<file path="src/shared/power_seq_pkg.sv">
// Constants for the power rail sequencer: register map, fields, timing.
// Assumes a 100 MHz core clock and a plain strobe register port.
package power_seq_pkg;
    localparam int CLK_MHZ = 100;
    localparam int TICK_US = 1000;
    localparam int TICK_CYCLES = TICK_US * CLK_MHZ;
    localparam int TICK_W = 17;
    localparam int GOOD_CHECK_MS = 2;
    localparam int NRAIL = 4;
    localparam int NPIN = 4;
    localparam int NSLOT = NRAIL + NPIN;
    // Register offsets.
    localparam logic [3:0] REG_RAIL_CFG = 4'h0;
    localparam logic [3:0] REG_PIN_CFG = 4'h1;
    localparam logic [3:0] REG_SLOT_PT = 4'h2;
    localparam logic [3:0] REG_CTRL = 4'h3;
    localparam logic [3:0] REG_STATUS = 4'h4;
    localparam logic [3:0] REG_IRQ_STAT = 4'h5;
    localparam logic [3:0] REG_IRQ_MASK = 4'h6;
    localparam logic [3:0] REG_INDIV_EN = 4'h7;
    // Rail mode encodings, two bits per rail.
    localparam logic [1:0] MODE_INDIV = 2'h0;
    localparam logic [1:0] MODE_SEQ = 2'h1;
    localparam logic [1:0] MODE_ON = 2'h2;
    // Control register fields.
    localparam int CTRL_DELAY_LSB = 0;
    localparam int CTRL_DELAY_W = 6;
    localparam int CTRL_SYSMODE_LSB = 8;
    localparam logic [1:0] SYS_PULLDOWN = 2'h3;
    localparam logic [31:0] CTRL_RESET = 32'h0000_0000;
    // Interrupt bits.
    localparam int IRQ_UP_DONE = 0;
    localparam int IRQ_GOOD = 1;
    localparam int IRQ_DOWN_DONE = 2;
    localparam int NIRQ = 3;
endpackage : power_seq_pkg

</file>
<file path="src/rtl/power_rail_sequencer.sv">
// Power rail sequencer: ordered rail and pin enable at up and down.
// Assumes synchronous inputs on i_core_clk and a strobe register port.
// Function
// - Sequencing is in use when any rail or pin is assigned to it.
// - Switching rails run either in sequence mode or individual mode.
// - Linear rails support sequence, individual or always-on mode.
// - Power-up starts on supply release below thermal shutdown or recovery.
// - Sequence rails enable at points a,b,c,d, one step delay apart.
// - Step delay programmable from 1 ms to 64 ms.
// - Sequencer pins go high at their assigned power-up point.
// - After good check delay past d, flag set if all sequence rails good.
// - Without sequencing, individual requests are served at once.
// - Power-down starts on storage shutdown, power cycle or pulldown mode.
// - Power-down clears the rails good flag at once.
// - One step later, sequence rails disable in order d,c,b,a.
// - Sequencer pins go low at their assigned power-down point.
// - Individual rails still enabled are disabled together at point d.
// - One step after a, open both switches, then pull system rail low.
// - Without sequencing, power-down still runs d, a, switches, pulldown.
`timescale 1ns/100ps
module power_rail_sequencer #(
    parameter int TICK_CYCLES = power_seq_pkg::TICK_CYCLES
) (
    input  wire logic        i_core_clk,
    input  wire logic        i_rst,
    input  wire logic [3:0]  i_addr,
    input  wire logic [31:0] i_wdata,
    input  wire logic        i_wr,
    input  wire logic        i_rd,
    output logic      [31:0] o_rdata,
    input  wire logic        i_sys_above_release,
    input  wire logic        i_thermal_shutdown_event,
    input  wire logic        i_storage_shutdown,
    input  wire logic        i_hard_power_cycle,
    input  wire logic [3:0]  i_rail_good,
    input  wire logic [3:0]  i_rail_uvlo_ok,
    input  wire logic [3:0]  i_rail_pin_en,
    output logic      [3:0]  o_rail_en,
    output logic      [3:0]  o_seq_pin,
    output logic      [3:0]  o_seq_pin_oe,
    output logic             o_input_switch_on,
    output logic             o_battery_switch_on,
    output logic             o_sys_pulldown,
    output logic             o_rails_good_flag,
    output logic             o_irq
);
    typedef enum logic [7:0] {
        ST_OFF   = 8'h01,
        ST_UP    = 8'h02,
        ST_CHECK = 8'h04,
        ST_ON    = 8'h08,
        ST_DOWN  = 8'h10,
        ST_SWOFF = 8'h20,
        ST_PULL  = 8'h40,
        ST_IDLE  = 8'h80
    } seq_state_e;

    // Point field per slot: 2 bits, slots 0..3 rails, 4..7 pins.
    function automatic logic [1:0] slot_point(input logic [15:0] pts,
                                              input int idx);
        slot_point = pts[idx*2 +: 2];
    endfunction : slot_point

    seq_state_e  state_reg;
    logic [7:0]  rail_cfg_reg;
    logic [3:0]  pin_cfg_reg;
    logic [15:0] slot_pt_reg;
    logic [31:0] ctrl_reg;
    logic [3:0]  indiv_en_reg;
    logic [2:0]  irq_stat_reg;
    logic [2:0]  irq_mask_reg;
    logic [16:0] tick_cnt_reg;
    logic        tick;
    logic [6:0]  ms_cnt_reg;
    logic [2:0]  point_reg;
    logic        prev_release_reg;
    logic        prev_thermal_shutdown_event_reg;
    logic [3:0]  rail_seq;
    logic [3:0]  rail_on_mode;
    logic        seq_used;
    logic        up_start;
    logic        down_req;
    logic [6:0]  step_ms;
    logic        step_done;
    logic [2:0]  irq_set;
    logic [1:0]  system_rail_mode;
    logic [3:0]  seq_en_mask;
    logic [3:0]  pin_level;
    logic        indiv_allowed;
    logic        timer_restart;

    assign system_rail_mode = ctrl_reg[power_seq_pkg::CTRL_SYSMODE_LSB +: 2];
    // A field value of 0..63 maps to 1..64 ms.
    assign step_ms = {1'b0, ctrl_reg[power_seq_pkg::CTRL_DELAY_LSB +:
                     power_seq_pkg::CTRL_DELAY_W]} + 7'h01;

    genvar gi;
    generate
        for (gi = 0; gi < power_seq_pkg::NRAIL; gi++) begin : g_mode
            assign rail_seq[gi] =
                rail_cfg_reg[gi*2 +: 2] == power_seq_pkg::MODE_SEQ;
            // Only the linear rails (2 and 3) honour always-on.
            assign rail_on_mode[gi] = (gi >= 2) &&
                rail_cfg_reg[gi*2 +: 2] == power_seq_pkg::MODE_ON;
        end
    endgenerate

    assign seq_used = (|rail_seq) || (|pin_cfg_reg);
    assign up_start = seq_used && !i_thermal_shutdown_event &&
        i_sys_above_release &&
        (!prev_release_reg || prev_thermal_shutdown_event_reg);
    assign down_req = i_storage_shutdown || i_hard_power_cycle ||
        system_rail_mode == power_seq_pkg::SYS_PULLDOWN;
    assign timer_restart = (state_reg == ST_OFF && up_start) || (down_req &&
        state_reg inside {ST_OFF, ST_IDLE, ST_ON, ST_UP, ST_CHECK});

    // Millisecond tick, restarted at a sequence start so no step runs short.
    always_ff @(posedge i_core_clk) begin
        if (i_rst || timer_restart ||
            tick_cnt_reg == 17'(TICK_CYCLES - 1)) begin
            tick_cnt_reg <= '0;
        end else begin
            tick_cnt_reg <= tick_cnt_reg + 17'h00001;
        end
    end
    assign tick = tick_cnt_reg == 17'(TICK_CYCLES - 1);
    assign step_done = tick && (ms_cnt_reg + 7'h01 >=
        ((state_reg == ST_CHECK) ?
        7'(power_seq_pkg::GOOD_CHECK_MS) : step_ms));

    always_ff @(posedge i_core_clk) begin
        if (i_rst) begin
            prev_release_reg <= 1'b0;
            prev_thermal_shutdown_event_reg   <= 1'b0;
        end else begin
            prev_release_reg <= i_sys_above_release;
            prev_thermal_shutdown_event_reg   <= i_thermal_shutdown_event;
        end
    end

    // Sequencer state; point_reg counts points reached (0 = none yet).
    always_ff @(posedge i_core_clk) begin
        if (i_rst) begin
            state_reg  <= ST_OFF;
            point_reg  <= 3'h0;
            ms_cnt_reg <= 7'h00;
        end else begin
            if (tick) begin
                ms_cnt_reg <= step_done ? 7'h00 : ms_cnt_reg + 7'h01;
            end
            case (state_reg)
                ST_OFF, ST_IDLE, ST_ON: begin
                    if (down_req) begin
                        state_reg  <= ST_DOWN;
                        point_reg  <= 3'h4;
                        ms_cnt_reg <= 7'h00;
                    end else if (up_start && state_reg == ST_OFF) begin
                        state_reg  <= ST_UP;
                        point_reg  <= 3'h0;
                        ms_cnt_reg <= 7'h00;
                    end else if (state_reg == ST_OFF && !seq_used &&
                                 i_sys_above_release) begin
                        state_reg <= ST_IDLE;
                    end else if (state_reg == ST_IDLE && seq_used) begin
                        state_reg <= ST_OFF;
                    end
                end
                ST_UP: begin
                    if (down_req) begin
                        state_reg  <= ST_DOWN;
                        ms_cnt_reg <= 7'h00;
                    end else if (step_done) begin
                        point_reg <= point_reg + 3'h1;
                        if (point_reg == 3'h3) begin
                            state_reg <= ST_CHECK;
                        end
                    end
                end
                ST_CHECK: begin
                    if (down_req) begin
                        state_reg  <= ST_DOWN;
                        ms_cnt_reg <= 7'h00;
                    end else if (step_done) begin
                        state_reg <= ST_ON;
                    end
                end
                ST_DOWN: begin
                    if (step_done) begin
                        // Point d is reached after one step; a after four.
                        if (point_reg == 3'h0) begin
                            state_reg <= ST_SWOFF;
                        end else begin
                            point_reg <= point_reg - 3'h1;
                        end
                    end
                end
                ST_SWOFF: begin
                    state_reg <= ST_PULL;
                end
                ST_PULL: begin
                    if (!down_req) begin
                        state_reg <= ST_OFF;
                    end
                end
                default: state_reg <= ST_OFF;
            endcase
        end
    end

    // Slot is on when its point (0=a..3=d) lies below point_reg.
    generate
        for (gi = 0; gi < power_seq_pkg::NRAIL; gi++) begin : g_slot
            assign seq_en_mask[gi] = rail_seq[gi] &&
                {1'b0, slot_point(slot_pt_reg, gi)} < point_reg;
            assign pin_level[gi] = pin_cfg_reg[gi] &&
                {1'b0, slot_point(slot_pt_reg, gi + 4)} <
                point_reg;
        end
    endgenerate

    // Power-down counts point_reg 4..0, so d drops at the first step.
    assign indiv_allowed = (state_reg == ST_IDLE) || (state_reg == ST_ON) ||
        (state_reg == ST_DOWN && point_reg == 3'h4);

    always_ff @(posedge i_core_clk) begin
        if (i_rst) begin
            o_rail_en    <= 4'h0;
            o_seq_pin    <= 4'h0;
            o_seq_pin_oe <= 4'h0;
        end else begin
            for (int i = 0; i < power_seq_pkg::NRAIL; i++) begin
                if (rail_seq[i]) begin
                    o_rail_en[i] <= seq_en_mask[i];
                end else if (rail_on_mode[i]) begin
                    o_rail_en[i] <= state_reg != ST_SWOFF &&
                        state_reg != ST_PULL;
                end else begin
                    o_rail_en[i] <= indiv_allowed && i_rail_uvlo_ok[i] &&
                        (indiv_en_reg[i] || i_rail_pin_en[i]);
                end
            end
            o_seq_pin    <= pin_level;
            o_seq_pin_oe <= pin_cfg_reg;
        end
    end

    always_ff @(posedge i_core_clk) begin
        if (i_rst) begin
            o_input_switch_on   <= 1'b0;
            o_battery_switch_on <= 1'b0;
            o_sys_pulldown      <= 1'b0;
        end else begin
            o_input_switch_on   <= state_reg != ST_SWOFF &&
                state_reg != ST_PULL;
            o_battery_switch_on <= state_reg != ST_SWOFF &&
                state_reg != ST_PULL;
            o_sys_pulldown      <= state_reg == ST_PULL;
        end
    end

    always_ff @(posedge i_core_clk) begin
        if (i_rst || down_req) begin
            o_rails_good_flag <= 1'b0;
        end else if (state_reg == ST_CHECK && step_done) begin
            o_rails_good_flag <= &(i_rail_good | ~rail_seq);
        end
    end

    assign irq_set[power_seq_pkg::IRQ_UP_DONE] =
        state_reg == ST_UP && step_done && point_reg == 3'h3;
    assign irq_set[power_seq_pkg::IRQ_GOOD] = state_reg == ST_CHECK &&
        step_done && !down_req && &(i_rail_good | ~rail_seq);
    assign irq_set[power_seq_pkg::IRQ_DOWN_DONE] = state_reg == ST_SWOFF;

    // Set wins over a write-one clear in the same cycle.
    always_ff @(posedge i_core_clk) begin
        if (i_rst) begin
            irq_stat_reg <= 3'h0;
        end else if (i_wr && i_addr == power_seq_pkg::REG_IRQ_STAT) begin
            irq_stat_reg <= (irq_stat_reg & ~i_wdata[2:0]) | irq_set;
        end else begin
            irq_stat_reg <= irq_stat_reg | irq_set;
        end
    end

    always_ff @(posedge i_core_clk) begin
        if (i_rst) begin
            o_irq <= 1'b0;
        end else begin
            o_irq <= |((irq_stat_reg | irq_set) & irq_mask_reg);
        end
    end

    always_ff @(posedge i_core_clk) begin
        if (i_rst) begin
            rail_cfg_reg <= 8'h00;
            pin_cfg_reg  <= 4'h0;
            slot_pt_reg  <= 16'h0000;
            ctrl_reg     <= power_seq_pkg::CTRL_RESET;
            irq_mask_reg <= 3'h0;
            indiv_en_reg <= 4'h0;
        end else if (i_wr) begin
            case (i_addr)
                power_seq_pkg::REG_RAIL_CFG: rail_cfg_reg <= i_wdata[7:0];
                power_seq_pkg::REG_PIN_CFG:  pin_cfg_reg  <= i_wdata[3:0];
                power_seq_pkg::REG_SLOT_PT:  slot_pt_reg  <= i_wdata[15:0];
                power_seq_pkg::REG_CTRL:     ctrl_reg     <= i_wdata;
                power_seq_pkg::REG_IRQ_MASK: irq_mask_reg <= i_wdata[2:0];
                power_seq_pkg::REG_INDIV_EN: indiv_en_reg <= i_wdata[3:0];
                default: ;
            endcase
        end
    end

    always_ff @(posedge i_core_clk) begin
        if (i_rst) begin
            o_rdata <= 32'h0000_0000;
        end else if (i_rd) begin
            case (i_addr)
                power_seq_pkg::REG_RAIL_CFG: o_rdata <= {24'h0, rail_cfg_reg};
                power_seq_pkg::REG_PIN_CFG:  o_rdata <= {28'h0, pin_cfg_reg};
                power_seq_pkg::REG_SLOT_PT:  o_rdata <= {16'h0, slot_pt_reg};
                power_seq_pkg::REG_CTRL:     o_rdata <= ctrl_reg;
                power_seq_pkg::REG_STATUS:   o_rdata <= {15'h0, seq_used,
                    state_reg, point_reg, o_rails_good_flag, o_rail_en};
                power_seq_pkg::REG_IRQ_STAT: o_rdata <= {29'h0, irq_stat_reg};
                power_seq_pkg::REG_IRQ_MASK: o_rdata <= {29'h0, irq_mask_reg};
                power_seq_pkg::REG_INDIV_EN: o_rdata <= {28'h0, indiv_en_reg};
                default: o_rdata <= 32'h0000_0000;
            endcase
        end else begin
            o_rdata <= 32'h0000_0000;
        end
    end

    // Checks.
    property p_good_clear;
        @(posedge i_core_clk) disable iff (i_rst)
        down_req |=> !o_rails_good_flag;
    endproperty
    a_good_clear: assert property (p_good_clear)
        else $error("good flag not cleared on power-down");

    property p_use;
        @(posedge i_core_clk) disable iff (i_rst)
        (state_reg == ST_OFF && !seq_used && !down_req) |=> state_reg != ST_UP;
    endproperty
    a_use: assert property (p_use)
        else $error("sequence started while unused");

    property p_pull_after_sw;
        @(posedge i_core_clk) disable iff (i_rst)
        state_reg == ST_SWOFF |=> ##1 o_sys_pulldown && !o_input_switch_on;
    endproperty
    a_pull_after_sw: assert property (p_pull_after_sw)
        else $error("system rail not pulled after switches off");

    property p_up_order;
        @(posedge i_core_clk) disable iff (i_rst)
        (state_reg == ST_UP && !step_done && !down_req) |=>
            $stable(point_reg);
    endproperty
    a_up_order: assert property (p_up_order)
        else $error("point advanced without a step");

    property p_down_order;
        @(posedge i_core_clk) disable iff (i_rst)
        (state_reg == ST_DOWN && step_done && point_reg != 3'h0) |=>
            point_reg == $past(point_reg) - 3'h1;
    endproperty
    a_down_order: assert property (p_down_order)
        else $error("power-down point out of order");

    property p_delay_range;
        @(posedge i_core_clk) disable iff (i_rst)
        step_ms >= 7'h01 && step_ms <= 7'h40;
    endproperty
    a_delay_range: assert property (p_delay_range)
        else $error("step delay out of range");

    property p_indiv_off;
        @(posedge i_core_clk) disable iff (i_rst)
        (state_reg == ST_DOWN && point_reg != 3'h4) |=>
            ((o_rail_en & ~rail_seq & ~rail_on_mode) == 4'h0);
    endproperty
    a_indiv_off: assert property (p_indiv_off)
        else $error("individual rail still on after point d");

    property p_pin_oe;
        @(posedge i_core_clk) disable iff (i_rst)
        ##1 ((o_seq_pin & ~o_seq_pin_oe) == 4'h0);
    endproperty
    a_pin_oe: assert property (p_pin_oe)
        else $error("sequencer pin driven high while not an output");
endmodule : power_rail_sequencer

</file>
<file path="config.mk">
export PLATFORM = sky130hd
export DESIGN_NAME = power_rail_sequencer
export DESIGN_NICKNAME = d
export VERILOG_FILES = /design/src/shared/power_seq_pkg.sv /design/src/rtl/power_rail_sequencer.sv
export SDC_FILE = /design/constraint.sdc
export NUM_CORES = 1
export LEC_CHECK = 0
export ABC_CLOCK_PERIOD_IN_PS = 6750
export BUFFER_PORTS_ARGS = -buffer_cell sky130_fd_sc_hd__buf_4
export CAP_MARGIN = 20
export CORE_MARGIN = 2
export CORE_UTILIZATION = 50
export CTS_BUF_LIST = sky130_fd_sc_hd__clkbuf_4
export DETAILED_ROUTE_END_ITERATION = 16
export GPL_TIMING_DRIVEN = 0
export PLACE_DENSITY_LB_ADDON = 0.12
export SETUP_SLACK_MARGIN = 0.4
export SYNTH_ARGS = -nofsm -noshare
export SYNTH_HDL_FRONTEND = slang
export SYNTH_SLANG_ARGS = --single-unit
</file>
<file path="constraint.sdc">
create_clock -name i_core_clk -period 6.75 [get_ports i_core_clk]
set_input_delay 0.3375 -clock i_core_clk [delete_from_list [all_inputs] [get_ports i_core_clk]]
set_output_delay 0.3375 -clock i_core_clk [all_outputs]
set_load 0.02 [all_outputs]
</file>
==> flow_metrics.tcl <==
set metrics [dict create \
    vias 6396 \
    cp_data_arrival_time_ns 4.46 \
    ir_drop_v 0.000114 \
    n_fill_cell 1186 \
    synthMuxAreaShare 0.0274 \
    power.density_nw_per_um2 213 \
    worst_pin_slew_ns 1.05 \
    core_area_sq_um 13300 \
    ios 105 \
    ant_nets 0 \
    yosys-top-cells-count "158 x nand2_1, 155 x dfxtp_1, 105 x a21oi_1, 60 x nor2_1, 36 x clkbuf_1" \
    yosys_warnings 0 \
    cts-resized-gates 0 \
    final_cell_count_no_fill 1152 \
    synth_xor_area_frac 0.0397 \
    critPathLaunchType "flip-flop" \
    fmax_ghz 0.253 \
    yosysUniqueCellTypes 72 \
    cts.sinks 155 \
    hpwl_mm 14.5 \
    grt_use_total 0.275 \
    crit_required_ns 7.25 \
    async_flop_share 0 \
    htree_levels 4 \
    holdCritPathClass "in2reg" \
    finalSetupTns_ns 0 \
    drive_gt1_frac 0.161 \
    rows 42 \
    insertion_delay_ns 0.58 \
    path_cells "or3_1 > buf_2 > or4_4 > buf_4 > nor2b_1 > ha_1 > nand2b_1 > a211oi_1 > o21ai_0 > o211a_1 > nor3_2 > o21ai_0 > a21oi_1" \
    place_congestion 0.919 \
    fin_worst_skew_ns 0.0140 \
    grt_pass1_vias 6036 \
    place_inst 1091 \
    fp.dieW_microns 121 \
    leakagePower_uw 0.00308 \
    setup_violations 0 \
    die_h_microns 121 \
    cp_slowest_cell "nor3_2" \
    synth-compound-area-share 0.166 \
    fin_crit_ns 3.96 \
    clk_pin_slew_ns 0.12 \
    grt_pass1_wl_mm 31.0 \
    synth_edf_count 0 \
    nets 1038 \
    yosysSeqAreaShare 0.453 \
    post_drt_wl_per_cell_microns 17.2 \
    initial_core_util 0.515 \
    die_area_sq_um 14600 \
    final.period_utilization 0.586 \
    synth_area_leader_cell "dfxtp_1" \
    synthSimpleGateAreaFrac 0.247 \
    cap_violations 0 \
    ys_seq_elements 155 \
    hold_viol_final 0 \
    synth_fa_ha_area_frac 0.0340 \
    synthFlopType "dfxtp_1" \
    route.detailed.drc 0 \
    synth.avg_cell_area_sq_um 8.44 \
    avgViaCountPerCell 5.55 \
    slew-limit-headroom 0.295 \
    cts_tree "done" \
    overflow 0 \
    cp_common_cell "o21ai_0" \
    status "completed" \
    cpPeakStageDelay_ns 0.53 \
    worstPathMaxFanout 10 \
    initialDrtViolationCount 709 \
    netlist_instances 811 \
    synth_area_sq_um 6850 \
    slew_violations 0 \
    ctsRootBufferMaster "clkbuf_4" \
    io_buffer_count 104 \
    antenna_found_initial 1 \
    grt_max_degree 17 \
    rsz0062_at_grt "false" \
    endpoint_kind "flip-flop" \
    synth_nets 885 \
    clk_path_buf_depth 2 \
    yosysTopAreaCellShare 0.453 \
    critPathKind "reg2reg" \
    synth_top_family_by_area "simple AND/OR/NAND/NOR gates" \
    reg2reg_slack_ns 2.79 \
    dr.pass1.iters 5 \
    layout-area-overhead-vs-synth_pct 23.2 \
    synth_area_leaders "dfxtp_1 45%, nand2_1 8.7%, a21oi_1 7.7%, nor2_1 3.3%, ha_1 3.1%" \
    r2r_cells 13 \
    holdPathStages 3 \
    routed_wl_mm 19.8 \
    synthMostInstantiatedCell "nand2_1" \
    cts_made_buffers 17 \
]
-- final timing paths --
path / startpoint / to
max: state_reg[7] / state_reg[2]
max reg2reg: state_reg[7] / state_reg[2]
min: i_wdata[7] / ctrl_reg[7]
min reg2reg: ctrl_reg[31] / ctrl_reg[31]
-- area by class of cell --
cell class,count,area (sq um),area share
inverter,13,48.8,0.00579
antenna,1,2.50,0.000297
timing repair buffer,134,1080,0.128
sequential,155,3100,0.368
clock buffer,18,135,0.0160
tap,176,220,0.0261
buffer,43,173,0.0205
multi-input combinational,600,3520,0.418
clock inverter,12,151,0.0180
-- per-layer routing --
layer  share of wire  GRT usage  vias up
met4           0.015     0.0799        0
met5               0          0        -
li1                -          -     3121
met3           0.061     0.0587       30
met2            0.47      0.446      228
met1            0.45      0.370     3017
-- cells in the final DEF, fill, tap and decap left out, types with 9 or more instances in the layout --
master         netlist  layout
nand2_1            158     158
dfxtp_1            155     155
buf_4                2     106
a21oi_1            105     105
nor2_1              60      60
clkbuf_1            36      36
dlygate4sd3_1        0      29
nand3_1             23      23
nand2b_1            19      19
a22oi_1             19      19
and2_1              18      18
clkbuf_4             0      18
ha_1                17      17
xnor2_1             16      16
xor2_1              15      15
nor3_1              14      14
inv_1               13      13
o21ai_0             13      13
mux2i_1             12      12
nor2b_1             11      11
o21a_1               9       9
-- repair_timing --
| action | in CTS | in global routing |
|---|---|---|
| setup endpoints to repair | 0 | 0 |
| buffers inserted | 0 | 0 |
| endpoints found under the hold margin | 37 | 0 |
| hold buffers | 29 | 0 |
-- kinds of logic after synthesis --
group | Yosys count
adder cells (fa/ha/maj) | 18
buffers and inverters | 56
multiplexers | 16
AND/OR/NAND/NOR | 351
flip-flops | 155
XOR/XNOR | 31
AO/OA/AOI/OAI | 184
-- per-stage QoR --
step / util / instance area [sq um] / hold slack, ns / setup slack [ns] / power [uW]
after floorplan: - / 6850 / 0.426 / 3.27 / 1120
after global placement: 0.590 / 7850 / 0.435 / 2.94 / 1200
after detailed placement: 0.590 / 7850 / 0.442 / 2.89 / 1210
after CTS: 0.634 / 8420 / 0.00776 / 2.83 / 1800
after global routing: 0.634 / 8430 / 0.00233 / 2.58 / 1860
final: 0.634 / 8430 / 0.0273 / 2.79 / 1790
-- worst max-delay path: cells and delay by family, from the launching register on --
family / cells / cell delay, ns
AOI/OAI and AO/OA: 5 / 1.10
adders and majority gates: 1 / 0.27
buffers and inverters: 2 / 0.37
DFF: 1 / 0.41
and+or+nand+nor: 5 / 1.73
-- power breakdown --
| part | total, uW | switching [uW] | internal (uW) |
|---|---|---|---|
| combinational | 249 | 150 | 98.7 |
| sequential | 961 | 25.7 | 935 |
| clock | 582 | 328 | 255 |
| total | 1790 | 504 | 1290 |
(Power assumes the default switching activity.)
